<file path="src/miau_map.vh">
// Address map, field positions, reset values and timing counts of the interrupt accept unit
`ifndef MIAU_MAP_VH
`define MIAU_MAP_VH
// -------------------------------------------------------------------------
// Register indices; the APB byte address is four times the index
// -------------------------------------------------------------------------
`define MIAU_IDX_UPPER      16'h002a
`define MIAU_IDX_MIDDLE     16'h002c
`define MIAU_IDX_MASTER_LOW 16'h003a
`define MIAU_IDX_LATCH_LOW  16'h003c
`define MIAU_IDX_LATCH_MID  16'h002e
`define MIAU_IDX_LATCH_UP   16'h002b
`define MIAU_IDX_STATUS     16'h0040
`define MIAU_IDX_BANK       16'h0041
// -------------------------------------------------------------------------
// Fields and reset values
// -------------------------------------------------------------------------
`define MIAU_MASTER_BIT     0
`define MIAU_LOW_MASK       16'hbf68
`define MIAU_UPPER_MASK     7'h7f
`define MIAU_RST_EN16       16'h0000
`define MIAU_RST_EN8        8'h00
`define MIAU_NSRC           39
// -------------------------------------------------------------------------
// Timing
// -------------------------------------------------------------------------
`define MIAU_ACCEPT_CYCLES  4'hc
`define MIAU_STACK_BYTES    8'h05
`endif

</file>
<file path="src/miau_prio.v">
// Fixed priority picker over the pending and enabled sources
`default_nettype none
module miau_prio (
   input  wire [38:0] req,     // Enabled pending requests
   output reg         any,     // Some request present
   output reg  [5:0]  idx      // Lowest numbered request wins
);
   integer i;
   // -------------------------------------------------------------------------
   // Search from the top down so the lowest index is the last written
   // -------------------------------------------------------------------------
   always @* begin
      any = 1'b0;
      idx = 6'h00;
      for (i = 38; i >= 0; i = i - 1) begin
         if (req[i]) begin
            any = 1'b1;
            idx = i[5:0];
         end
      end
   end
endmodule
`default_nettype wire

</file>
<file path="src/miau_top.v">
// Maskable interrupt enable, latch and acceptance sequencer with APB registers
`default_nettype none
`include "miau_map.vh"
// Behaviour
// - Per-source enable bit gates its acceptance
// - Master enable bit zero blocks all
// - Request latch holds until accepted or cleared
// - Acceptance sequence lasts twelve machine cycles
// - Service ends on either return kind
// - Acceptance clears master enable first
// - Acceptance clears accepted source latch
// - Push five status and PC bytes
// - Load PC from vector slot
// - Add bank code upper nibble to selector
// - Increment nesting counter then run handler
// - Start acceptance within 62 oscillator periods
// - No acceptance while master is zero
// - Save only PC and status word
// - Returns restore bank selector automatically
// - Reset clears every source enable
// - Reset clears master enable
// - Maskable return sets master enable
// - Sample requests in instruction final cycle
module miau_top (
   input  wire        clk,              // Core clock 100 MHz
   input  wire        rst_n,            // Asynchronous reset, active low
   input  wire        psel,             // APB select
   input  wire        penable,          // APB access phase
   input  wire        pwrite,           // APB write
   input  wire [15:0] paddr,            // APB byte address
   input  wire [31:0] pwdata,           // APB write data
   output reg  [31:0] prdata,           // APB read data
   output reg         pready,           // APB ready
   output reg         pslverr,          // APB error on unmapped address
   input  wire [38:0] src_req,          // Request pulses from sources, same clock
   input  wire        instr_last,       // Final cycle of current instruction
   input  wire        ret_maskable,     // Maskable return executed, pulse
   input  wire        ret_nonmask,      // Non-maskable return executed, pulse
   input  wire        nmi_entry,        // Pseudo non-maskable accepted, pulse
   input  wire        set_master,       // Set master enable instruction, pulse
   input  wire        clr_master,       // Clear master enable instruction, pulse
   input  wire [7:0]  status_hi,        // Status word high byte
   input  wire [7:0]  status_lo,        // Status word low byte without master bit
   input  wire [23:0] pc_now,           // Return address from core
   input  wire [7:0]  sp_now,           // Stack pointer from core
   input  wire [7:0]  bank_now,         // Current bank selector
   input  wire [23:0] vec_entry,        // Entry address read from vector slot
   input  wire [7:0]  vec_bank_code,    // Bank control code from vector slot
   output reg         accept_busy_ff,   // Acceptance sequence running
   output reg  [5:0]  accept_src_ff,    // Source being accepted
   output reg  [15:0] vec_addr_ff,      // Vector slot address requested
   output reg         push_we_ff,       // Stack byte write strobe
   output reg  [7:0]  push_addr_ff,     // Stack byte address
   output reg  [7:0]  push_data_ff,     // Stack byte data
   output reg         sp_load_ff,       // Load new stack pointer, pulse
   output reg  [7:0]  sp_new_ff,        // New stack pointer
   output reg         pc_load_ff,       // Load entry address, pulse
   output reg  [23:0] pc_new_ff,        // Entry address
   output reg         bank_load_ff,     // Load bank selector, pulse
   output reg  [7:0]  bank_new_ff,      // New bank selector
   output reg         handler_go_ff,    // Start handler instruction, pulse
   output reg  [1:0]  nest_flag_ff      // Nesting level seen by software
);
   // -------------------------------------------------------------------------
   // State
   // -------------------------------------------------------------------------
   localparam ST_IDLE = 1'b0;           // Waiting for a sampling point
   localparam ST_ACC  = 1'b1;           // Acceptance running
   reg         state_ff;                // Sequencer state
   reg  [3:0]  cyc_ff;                  // Cycle in acceptance
   reg         master_ff;               // Master enable
   reg  [38:0] enable_ff;               // Per-source enables, bits 0..2, 4, 7 and 14 unused
   reg  [38:0] latch_ff;                // Request latches
   reg  [3:0]  nest_ff;                 // Nesting counter
   reg  [7:0]  sp_ff;                   // Stack pointer snapshot
   reg  [7:0]  bank_save_ff [0:15];     // Bank selector per nest level
   reg         nmi_master_ff;           // Master state saved on pseudo NMI
   wire        any_req;                 // Some source eligible
   wire [5:0]  win_idx;                 // Winning source
   wire        wr;                      // APB write access
   wire        rd;                      // APB read access
   wire [38:0] low_mask;                // Implemented bits of all three enable registers
   wire [15:0] widx;                    // Register index, all ones if unaligned
   reg  [38:0] nxt_latch;               // Next request latch value
   assign wr = psel & penable & pwrite;
   assign rd = psel & penable & ~pwrite;
   assign low_mask = {`MIAU_UPPER_MASK, 16'hffff, `MIAU_LOW_MASK};
   // Unaligned byte addresses fall on an index no register uses, so they error
   assign widx = (paddr[1:0] == 2'b00) ? {2'b00, paddr[15:2]} : 16'hffff;

   miau_prio u_prio (
      .req (latch_ff & enable_ff & low_mask),
      .any (any_req),
      .idx (win_idx)
   );

   // Mapped address test shared by read and write paths
   function mapped;
      input [15:0] a;
      begin
         mapped = (a == `MIAU_IDX_UPPER) | (a == `MIAU_IDX_MIDDLE) |
                  (a == `MIAU_IDX_MASTER_LOW) | (a == `MIAU_IDX_LATCH_LOW) |
                  (a == `MIAU_IDX_LATCH_MID) | (a == `MIAU_IDX_LATCH_UP) |
                  (a == `MIAU_IDX_STATUS) | (a == `MIAU_IDX_BANK);
      end
   endfunction

   // -------------------------------------------------------------------------
   // APB answer: single access with one wait state, error on unmapped
   // -------------------------------------------------------------------------
   always @(posedge clk or negedge rst_n) begin
      if (!rst_n) begin
         prdata  <= 32'h00000000;
         pready  <= 1'b0;
         pslverr <= 1'b0;
      end else begin
         // Ready is registered, so each access lasts two access cycles
         pready  <= psel & penable & ~pready;
         pslverr <= psel & penable & ~pready & ~mapped(widx);
         if (rd & ~pready) begin
            case (widx)
               `MIAU_IDX_UPPER:      prdata <= {25'h0, enable_ff[38:32]};
               `MIAU_IDX_MIDDLE:     prdata <= {16'h0, enable_ff[31:16]};
               `MIAU_IDX_MASTER_LOW: prdata <= {16'h0, (enable_ff[15:0] & `MIAU_LOW_MASK) |
                                                 {15'h0, master_ff}};
               `MIAU_IDX_LATCH_LOW:  prdata <= {16'h0, latch_ff[15:0] & `MIAU_LOW_MASK};
               `MIAU_IDX_LATCH_MID:  prdata <= {16'h0, latch_ff[31:16]};
               `MIAU_IDX_LATCH_UP:   prdata <= {25'h0, latch_ff[38:32]};
               `MIAU_IDX_STATUS:     prdata <= {23'h0, state_ff, nest_ff, cyc_ff};
               `MIAU_IDX_BANK:       prdata <= {26'h0, accept_src_ff};
               default:              prdata <= 32'h00000000;
            endcase
         end
      end
   end

   // -------------------------------------------------------------------------
   // Enables and master flag
   // -------------------------------------------------------------------------
   // Acceptance clears the master bit before any software write lands; hardware wins.
   always @(posedge clk or negedge rst_n) begin
      if (!rst_n) begin
         enable_ff     <= {`MIAU_NSRC{1'b0}};
         master_ff     <= 1'b0;
         nmi_master_ff <= 1'b0;
      end else begin
         if (wr & pready & ~pslverr) begin
            case (widx)
               `MIAU_IDX_UPPER:  enable_ff[38:32] <= pwdata[6:0];
               `MIAU_IDX_MIDDLE: enable_ff[31:16] <= pwdata[15:0];
               `MIAU_IDX_MASTER_LOW: begin
                  enable_ff[15:0] <= pwdata[15:0] & `MIAU_LOW_MASK;
                  master_ff       <= pwdata[`MIAU_MASTER_BIT];
               end
               default: ;
            endcase
         end
         if (set_master)
            master_ff <= 1'b1;
         if (clr_master)
            master_ff <= 1'b0;
         if (nmi_entry) begin
            nmi_master_ff <= master_ff;
            master_ff     <= 1'b0;
         end
         if (ret_maskable)
            master_ff <= 1'b1;
         if (ret_nonmask & nmi_master_ff)
            master_ff <= 1'b1;
         if (state_ff == ST_IDLE && instr_last && master_ff && any_req)
            master_ff <= 1'b0;
      end
   end

   // -------------------------------------------------------------------------
   // Request latches: set by sources, cleared by accept or software zero write
   // -------------------------------------------------------------------------
   // Next value; a source pulse in the same cycle as a clear wins
   always @* begin
      nxt_latch = latch_ff;
      if (wr & pready & ~pslverr) begin
         case (widx)
            `MIAU_IDX_LATCH_LOW: nxt_latch[15:0]  = latch_ff[15:0] & pwdata[15:0];
            `MIAU_IDX_LATCH_MID: nxt_latch[31:16] = latch_ff[31:16] & pwdata[15:0];
            `MIAU_IDX_LATCH_UP:  nxt_latch[38:32] = latch_ff[38:32] & pwdata[6:0];
            default: ;
         endcase
      end
      if (state_ff == ST_ACC && cyc_ff == 4'h1)
         nxt_latch[accept_src_ff] = 1'b0;
      nxt_latch = nxt_latch | src_req;
   end

   // Latch register itself
   always @(posedge clk or negedge rst_n) begin
      if (!rst_n) begin
         latch_ff <= {`MIAU_NSRC{1'b0}};
      end else begin
         latch_ff <= nxt_latch;
      end
   end

   // -------------------------------------------------------------------------
   // Acceptance sequencer, twelve cycles
   // -------------------------------------------------------------------------
   // Sampling only at instr_last keeps the latency bound to one instruction.
   always @(posedge clk or negedge rst_n) begin
      if (!rst_n) begin
         state_ff       <= ST_IDLE;
         cyc_ff         <= 4'h0;
         accept_busy_ff <= 1'b0;
         accept_src_ff  <= 6'h00;
         vec_addr_ff    <= 16'h0000;
         push_we_ff     <= 1'b0;
         push_addr_ff   <= 8'h00;
         push_data_ff   <= 8'h00;
         sp_load_ff     <= 1'b0;
         sp_new_ff      <= 8'h00;
         sp_ff          <= 8'h00;
         pc_load_ff     <= 1'b0;
         pc_new_ff      <= 24'h000000;
         handler_go_ff  <= 1'b0;
      end else begin
         push_we_ff    <= 1'b0;
         sp_load_ff    <= 1'b0;
         pc_load_ff    <= 1'b0;
         handler_go_ff <= 1'b0;
         case (state_ff)
            ST_IDLE: begin
               if (instr_last && master_ff && any_req) begin
                  state_ff       <= ST_ACC;
                  cyc_ff         <= 4'h1;
                  accept_busy_ff <= 1'b1;
                  accept_src_ff  <= win_idx;
                  vec_addr_ff    <= {9'h000, win_idx, 1'b0};
                  sp_ff          <= sp_now;
               end
            end
            ST_ACC: begin
               cyc_ff <= cyc_ff + 4'h1;
               // Only PC and status bytes are stacked; general registers stay put
               if (cyc_ff >= 4'h2 && cyc_ff <= 4'h6) begin
                  push_we_ff   <= 1'b1;
                  push_addr_ff <= sp_ff - {4'h0, cyc_ff - 4'h2};
                  case (cyc_ff)
                     4'h2:    push_data_ff <= status_hi;
                     4'h3:    push_data_ff <= {status_lo[7:1], 1'b1};
                     4'h4:    push_data_ff <= pc_now[23:16];
                     4'h5:    push_data_ff <= pc_now[15:8];
                     default: push_data_ff <= pc_now[7:0];
                  endcase
               end
               if (cyc_ff == 4'h7) begin
                  sp_load_ff <= 1'b1;
                  sp_new_ff  <= sp_ff - `MIAU_STACK_BYTES;
               end
               if (cyc_ff == 4'h9) begin
                  pc_load_ff <= 1'b1;
                  pc_new_ff  <= vec_entry;
               end
               if (cyc_ff == `MIAU_ACCEPT_CYCLES) begin
                  state_ff       <= ST_IDLE;
                  cyc_ff         <= 4'h0;
                  accept_busy_ff <= 1'b0;
                  handler_go_ff  <= 1'b1;
               end
            end
            default: state_ff <= ST_IDLE;
         endcase
      end
   end

   // -------------------------------------------------------------------------
   // Bank selector and nesting counter
   // -------------------------------------------------------------------------
   // Underflow is not detected: a stray return leaves the counter at zero.
   integer k;
   always @(posedge clk or negedge rst_n) begin
      if (!rst_n) begin
         nest_ff      <= 4'h0;
         nest_flag_ff <= 2'b00;
         bank_load_ff <= 1'b0;
         bank_new_ff  <= 8'h00;
         for (k = 0; k < 16; k = k + 1)
            bank_save_ff[k] <= 8'h00;
      end else begin
         bank_load_ff <= 1'b0;
         if (state_ff == ST_ACC && cyc_ff == 4'ha) begin
            bank_save_ff[nest_ff] <= bank_now;
            bank_load_ff <= 1'b1;
            bank_new_ff  <= {bank_now[7:4], bank_now[3:0] + vec_bank_code[7:4]};
         end
         if (state_ff == ST_ACC && cyc_ff == 4'hb) begin
            nest_ff      <= nest_ff + 4'h1;
            nest_flag_ff <= (nest_ff == 4'h0) ? 2'b01 : (nest_ff == 4'h1) ? 2'b10 : 2'b11;
         end else if ((ret_maskable | ret_nonmask) && nest_ff != 4'h0) begin
            nest_ff      <= nest_ff - 4'h1;
            nest_flag_ff <= (nest_ff == 4'h1) ? 2'b00 : (nest_ff == 4'h2) ? 2'b01 :
                            (nest_ff == 4'h3) ? 2'b10 : 2'b11;
            bank_load_ff <= 1'b1;
            bank_new_ff  <= bank_save_ff[nest_ff - 4'h1];
         end
      end
   end
endmodule
`default_nettype wire
</file>
<file path="config.mk">
export PLATFORM = sky130hd
export DESIGN_NAME = miau_top
export DESIGN_NICKNAME = d
export VERILOG_FILES = /design/src/miau_prio.v /design/src/miau_top.v
export VERILOG_INCLUDE_DIRS = /design/src
export SDC_FILE = /design/constraint.sdc
export NUM_CORES = 1
export LEC_CHECK = 0
export ABC_AREA = 0
export BUFFER_PORTS_ARGS = -buffer_cell sky130_fd_sc_hd__buf_2
export CAP_MARGIN = 20
export CORE_AREA = 4 4 191 193
export DETAILED_ROUTE_END_ITERATION = 8
export DIE_AREA = 0 0 195 197
export PLACE_DENSITY = 0.68
export SLEW_MARGIN = 20
export SYNTH_ARGS = -nofsm -noshare
export SYNTH_HDL_FRONTEND = slang
export SYNTH_HIERARCHICAL = 1
export SYNTH_SLANG_ARGS = --single-unit
</file>
<file path="constraint.sdc">
create_clock -name clk -period 6.02 [get_ports clk]
set_input_delay 0.301 -clock clk [delete_from_list [all_inputs] [get_ports clk]]
set_output_delay 0.301 -clock clk [all_outputs]
set_load 0.01 [all_outputs]
</file>
=== Word level (Yosys, flattened, before mapping) ===
Index checks and enable logic that the tools add are counted.

* Word-level logic and storage cells: 260
* Input bits: 186
* Register bits after elaboration: 323

* Muxes and demuxes: 122
* Bitwise logic cells: 32
* Reductions and logical operators: 27
* Magnitude comparators: 7
* $add $sub $neg: 7
* Eq/ne operators: 23

{| class="wikitable"
|+ Operators with widths
! cell !! number
|-
| 6-bit 2-to-1 mux || 33
|-
| 128-bit bitwise mux || 1
|-
| 16-bit case mux with 8 select lines || 1
|-
| 16-bit by 6-bit equality test with 1-bit output, second input constant || 6
|-
| 39-bit AND || 2
|-
| 39-bit 2-to-1 mux || 2
|-
| 1-bit 2-to-1 mux || 59
|-
| 16-bit 2-to-1 mux || 3
|-
| 8-bit 2-to-1 mux || 6
|-
| 39-bit NOT || 1
|-
| 39-bit bitwise OR || 1
|-
| 16-bit AND || 2
|-
| 8-bit binary-select mux with 4-bit select || 1
|-
| 8-bit demux with 4-bit select || 1
|-
| 16-bit by 7-bit equality test with 1-bit output, second input constant || 2
|-
| 8-bit case mux with 4 select lines || 1
|-
| 2-bit AND reduction || 9
|-
| 4-bit by 2-bit equality test with 1-bit output, second input constant || 4
|-
| 4-bit equality test, second input constant || 4
|-
| 4-bit 2-to-1 mux || 4
|-
| 16-bit by 1-bit bitwise OR with 16-bit output || 1
|-
| 7-bit nonzero test || 2
|-
| 4-bit by 3-bit equality test with 1-bit output, second input constant || 3
|-
| 1-bit logical AND || 12
|-
| 28 further kinds || 57
|}

=== Depth between registers and ports, before layout ===
* Depth after elaboration: 37
* Gate-level depth with buffers: 10
* Mapped depth without buffers: 9

=== Modules after synthesis ===
Netlist, hierarchy kept.

{| class="wikitable"
|+ Modules (own cells, without submodules)
! module !! cells an instance !! instances !! sequential area each (µm²) !! area each (µm²)
|-
| miau_top || 1267 || 1 || 7532.2 || 15035.7
|-
| miau_prio || 85 || 1 || 0.0 || 511.7
|}

=== Worst setup path before layout ===
No wires, ideal clock.

* Path type: reg-to-reg
* From: register nest_ff[0]
* To: register bank_new_ff[0]
* Buffers on the path: 4
* Slack: 2994 ps
* Library setup time: 141 ps
* Cell stages (with the launch flop): 11
* Data arrival time: 2884 ps
* Path through: dfrtp_1 > buf_2 > buf_1 > inv_1 > ha_1 > clkbuf_1 > clkbuf_1 > mux4_2 > mux2_2 > o22ai_1 > a31oi_1

* Cells in the longest elaborated chain, start to end: 7
* Elaborated cells between the ends (all ways): 9
* Those cells by class: add/sub (1); mux (5); bitwise (1); reduce/logical (2)

{| class="wikitable"
|+ RTL lines
! what !! RTL line !! source
|-
| start: declaration || miau_top.v:74 || <nowiki>reg [3:0] nest_ff;</nowiki>
|-
| start signal: assignment || miau_top.v:294 || <nowiki>nest_ff <= nest_ff + 4'h1;</nowiki>
|-
| start signal: assignment || miau_top.v:297 || <nowiki>nest_ff <= nest_ff - 4'h1;</nowiki>
|-
| 4-bit by 1-bit subtractor with 4-bit output || miau_top.v:301 || <nowiki>bank_new_ff <= bank_save_ff[nest_ff - 4'h1];</nowiki>
|-
| 4-bit NOT with 5-bit output (implied by the code) || miau_top.v:301 ||
|-
| 8-bit binary-select mux with 4-bit select || miau_top.v:301 ||
|-
| 8-bit 2-to-1 mux (implied by the code) (2 in series) || miau_top.v:301 ||
|-
| 8-bit 2-to-1 mux (*) || miau_top.v:296 || <nowiki>end else if ((ret_maskable | ret_nonmask) && nest_ff != 4'h0) begin</nowiki>
|-
| 8-bit 2-to-1 mux (*) || miau_top.v:293 || <nowiki>if (state_ff == ST_ACC && cyc_ff == 4'hb) begin</nowiki>
|-
| end signal: assignment || miau_top.v:291 || <nowiki>bank_new_ff <= {bank_now[7:4], bank_now[3:0] + vec_bank_code[7:4]};</nowiki>
|-
| end signal: assignment || miau_top.v:301 ||
|-
| end: declaration || miau_top.v:60 || <nowiki>output reg [7:0] bank_new_ff,</nowiki>
|}

Every way passes the cells marked *; elsewhere a longest branch is shown, timed or not. The select of a mux whose other input is x is not followed.
A chain may end at the register's enable or synchronous reset.

=== Worst setup path in the final report ===
* From: register nest_ff[0]
* To: register bank_new_ff[5]

Same word-level chain as after synthesis.

==> summary by stage <==
STA
For this run, the top clock speed supported by timing is roughly 300 MHz. The final critical-path required period is ~3300 ps. The clock skew is ~31 ps. The count of endpoints failing hold in the final timing report is 0. The post-route setup TNS is 0 ps. The final max-slew violation count is 0. The setup-violating endpoint count in the final report is 0. Final hold analysis gives a worst-case slack of approximately 18 ps. The final critical path takes up a little under three fifths of the cycle.

Setup repair after global routing left no endpoint under its margin. In this run the tightest slew margin relative to its limit is about a quarter. The slew of the pin with the lowest slew margin is 1120 ps. Across all setup checks in the final design, the least slack found is 2690 ps.

Synth
The average instance in the mapped netlist occupies ~11 µm². The total of warnings raised by yosys is 6. The netlist area before placement is ~16,000 µm².

Sequential cells were found to cover just under 50% of the synthesized design area. The count of flip-flops with a built-in enable after synthesis is 0. Synthesis produced a netlist whose cell count is between 1,000 and 1,500. For this run, asynchronously set or reset flops after synthesis account for 100%. The synthesized flop and latch total is ~300. The dominant synthesized flop cell is dfrtp_1.

The number of distinct library cell variants in the gate-level netlist after synthesis is between 70 and 80.

Critical path
STA classifies the critical path startpoint as a flip-flop. The critical path is of the flip-flop to flip-flop type. The worst setup path is captured at a flip-flop. The worst register-to-register path has a setup slack of 2690 ps. The endpoint of the worst register-to-register path is bank_new_ff[5]$_DFF_PN0_. For the worst setup path, the data arrival time is between 3000 and 4000 ps. The slowest stage cell on the critical path is ha_2. Broken down by cell family, the worst path's largest delay share belongs to adder cells. The length in cells of the worst reg-to-reg path is 7.

Together, buffers and inverters on the worst path number 2. The critical register-to-register path startpoint is nest_ff[0]$_DFFE_PN0P_. The required time at the worst-slack endpoint is 6410 ps. For this run, the slowest stage of the critical path takes between 1000 and 1500 ps.

Walking the worst path, the cells encountered are buf_4, inv_1, ha_2, mux4_2, mux2_2, o22ai_1, a31oi_1. The maximum fanout encountered on the critical timing path is 38.

Global routing
The total routing resource utilization after global routing is between 20 and 25%. For met2 alone, demand over resource in global routing was 37.6%. Global routing used roughly 30% of the available met1 tracks.

Entering global routing, the biggest net connects roughly 170 pins. The number of antenna violations at the first check in global routing came to 1. The first global-routing pass estimated 69,300 µm of wire.

The via count of the first global-routing pass came to roughly 12,000. Global routing finished with a remaining overflow of 0. The global routing's busiest layer is met2. The global routing met3 resource utilization is under 10%.

Floorplan
The count of standard-cell rows is around 70. The standard cell core area is ~35,000 µm². The initial utilization of the core area, before any placement, comes to 45.0%. The die covers 38,400 µm². 306 I/O pins were placed. The die is around 200 µm tall. The floorplan step set the die width to 195 µm.

Layout
The ratio of cells with drive above 1 in the final layout is around a third. The final net count is around 1,800. The final cell count without fillers is between 2,000 and 2,500. The final design area excluding fillers is 18,800 µm².

The most frequent standard cell in the layout excluding fill and tap cells is dfrtp_1. Counting the fill cells in the layout gives around 3,000. The top cell types in the final layout, fill and taps aside, are 300 x dfrtp_1, 251 x buf_2, 190 x mux2_2, 90 x nand2_1, 76 x o21ai_0. For this run, the share of the core covered by cells in the final layout is a little over half. Relative to the synthesized area, the layout overhead comes to 20.7%.

Placed design
Summing all placed instances gives a cell area of roughly 17,000 µm². Once detailed placement completed, the half-perimeter wirelength came to 31,500 µm. The last weighted congestion value of the routability-driven placer is ~0.92. The count of buffers added on input and output ports is 252.

The minimum setup slack after placement is between 2000 and 3000 ps. The total placed cells including tap cells is between 2,000 and 2,500.

Clock tree
The quantity of gates resized following cts is 0. The insertion delay of the later-clocked pin in the worst-skew pair is around 540 ps. For this design, the CTS-stage hold fixing added 46 buffers. The clock passes through at most 3 buffers. CTS placed an instance of clkbuf_16 at the clock tree root. After clock tree synthesis, the clock-pin slew on the worst setup and hold paths is around 60 ps. The clock net sink count is between 300 and 400.

The clock tree from TritonCTS is built. Post-CTS timing repair inserted 0 buffers for setup. Buffers inserted during clock tree synthesis total 35. The H-tree was split into 2 levels.

Power and ir drop
The analysis attributes to cell leakage a power of approximately 8.4 nW. The largest vdd supply drop is roughly 0.31 mV. The areal power density over the cells is between 400 and 500 nW/µm². The overall power is between 8 and 9 mW.

Detailed routing
The detailed router finished its first iteration with between 800 and 900 violations. The detail route stage leaves a number of antenna-violating nets equal to 0. In the routed design, unresolved DRC markers number 0.

The total via count in the routed design is about 12,000. The final layout contains routed wiring with a total length of around 45,000 µm. Dividing the detail-routed wire length by the instance count gives 21.2 µm.

The first detailed-routing pass took 5 iterations. The ratio of routed vias to standard cells is between 5 and 6.

Hold path
The startpoint identified for the worst hold timing path is sp_now[1]. For hold timing, the worst endpoint is sp_ff[1]$_DFFE_PN0P_. The worst hold path belongs to the class input port to flip-flop.

Along the worst hold path, the cell count comes to 2.

Status
The flow ran to the end, and the final reports show no timing, DRC or antenna violations.

Run
Across the run, the number of max-cap violations was 0.
area by class of cell:
cell class	instances	area, µm²	area share [%]
clock buffers	49	1010	5.38
diodes	1	2.50	0.0133
clock inverters	15	150	0.800
inverters	29	109	0.580
repair buffers	308	1840	9.81
multi-input cells	964	7540	40.2
well taps	455	569	3.03
flip-flops and latches	301	7530	40.2
flip-flops by register name, summed over array words and instances (netlist names), 16 cells and up:
name and cells:
prdata 16, latch_ff 33, enable_ff 33, bank_save_ff 128, pc_new_ff 24
power breakdown:
part	internal (mW)	switching [mW]	leakage [nW]
Sequential	2.64	0.439	3.50
Combinational	1.54	1.52	4.28
Clock	1.27	0.867	0.575
cells by family after synthesis:
kind of cell / after synthesis / share of synthesized area (%)
flops: 301 / 48.4
mux: 250 / 20.5
other cells: 1 / 0.0241
buf+inv: 131 / 4.11
simple gates: 373 / 13.3
xor+xnor: 20 / 1.13
fa+ha+maj: 22 / 1.87
compound gates: 254 / 10.6
cells in the mapped netlist, types with 9 or more instances:
cell type | instances | area share [%]
mux2_2 | 190 | 14
and2_1 | 38 | 1.5
nor4_1 | 22 | 0.89
a21oi_1 | 46 | 1.5
mux2_4 | 10 | 0.97
mux4_2 | 32 | 4.6
o22ai_1 | 10 | 0.40
dfrtp_1 | 301 | 48
a22oi_1 | 11 | 0.53
ha_1 | 20 | 1.6
buf_4 | 32 | 1.5
buf_1 | 10 | 0.24
inv_1 | 29 | 0.70
nor2b_1 | 13 | 0.52
a31oi_1 | 11 | 0.44
o21bai_1 | 23 | 1.1
nand3_1 | 23 | 0.74
nor2_1 | 69 | 1.7
nand4_1 | 10 | 0.40
nor3_1 | 27 | 0.87
o21ai_0 | 76 | 2.4
xnor2_1 | 15 | 0.85
nand2_1 | 90 | 2.2
clkbuf_1 | 51 | 1.2
a222oi_1 | 9 | 0.58
mux2i_1 | 18 | 1.2
per-layer routing:
layer  up-vias  wire length (µm)  share of wire, %
met3        96              3470               7.7
met2       501             21500                48
met5         -                 7             0.016
met1      6010             18800                42
met4         2              1250               2.8
li1       5494                 -                 -
how the worst max path moves through the flow:
stage / start / endpoint / slack [ps] / cells after the start
finish: nest_ff[0]$_DFFE_PN0P_ / bank_new_ff[5]$_DFF_PN0_ / 2690 / 7
global route: nest_ff[0]$_DFFE_PN0P_ / bank_new_ff[5]$_DFF_PN0_ / 2480 / 7
CTS: nest_ff[0]$_DFFE_PN0P_ / bank_new_ff[5]$_DFF_PN0_ / 2630 / 7
detailed placement: paddr[11] / latch_ff[19]$_DFF_PN0_ / 2540 / 6
global placement: paddr[11] / latch_ff[19]$_DFF_PN0_ / 2580 / 6
floorplan: nest_ff[0]$_DFFE_PN0P_ / bank_new_ff[0]$_DFF_PN0_ / 2990 / 10
No activity file was read; power rests on OpenSTA's default activity.
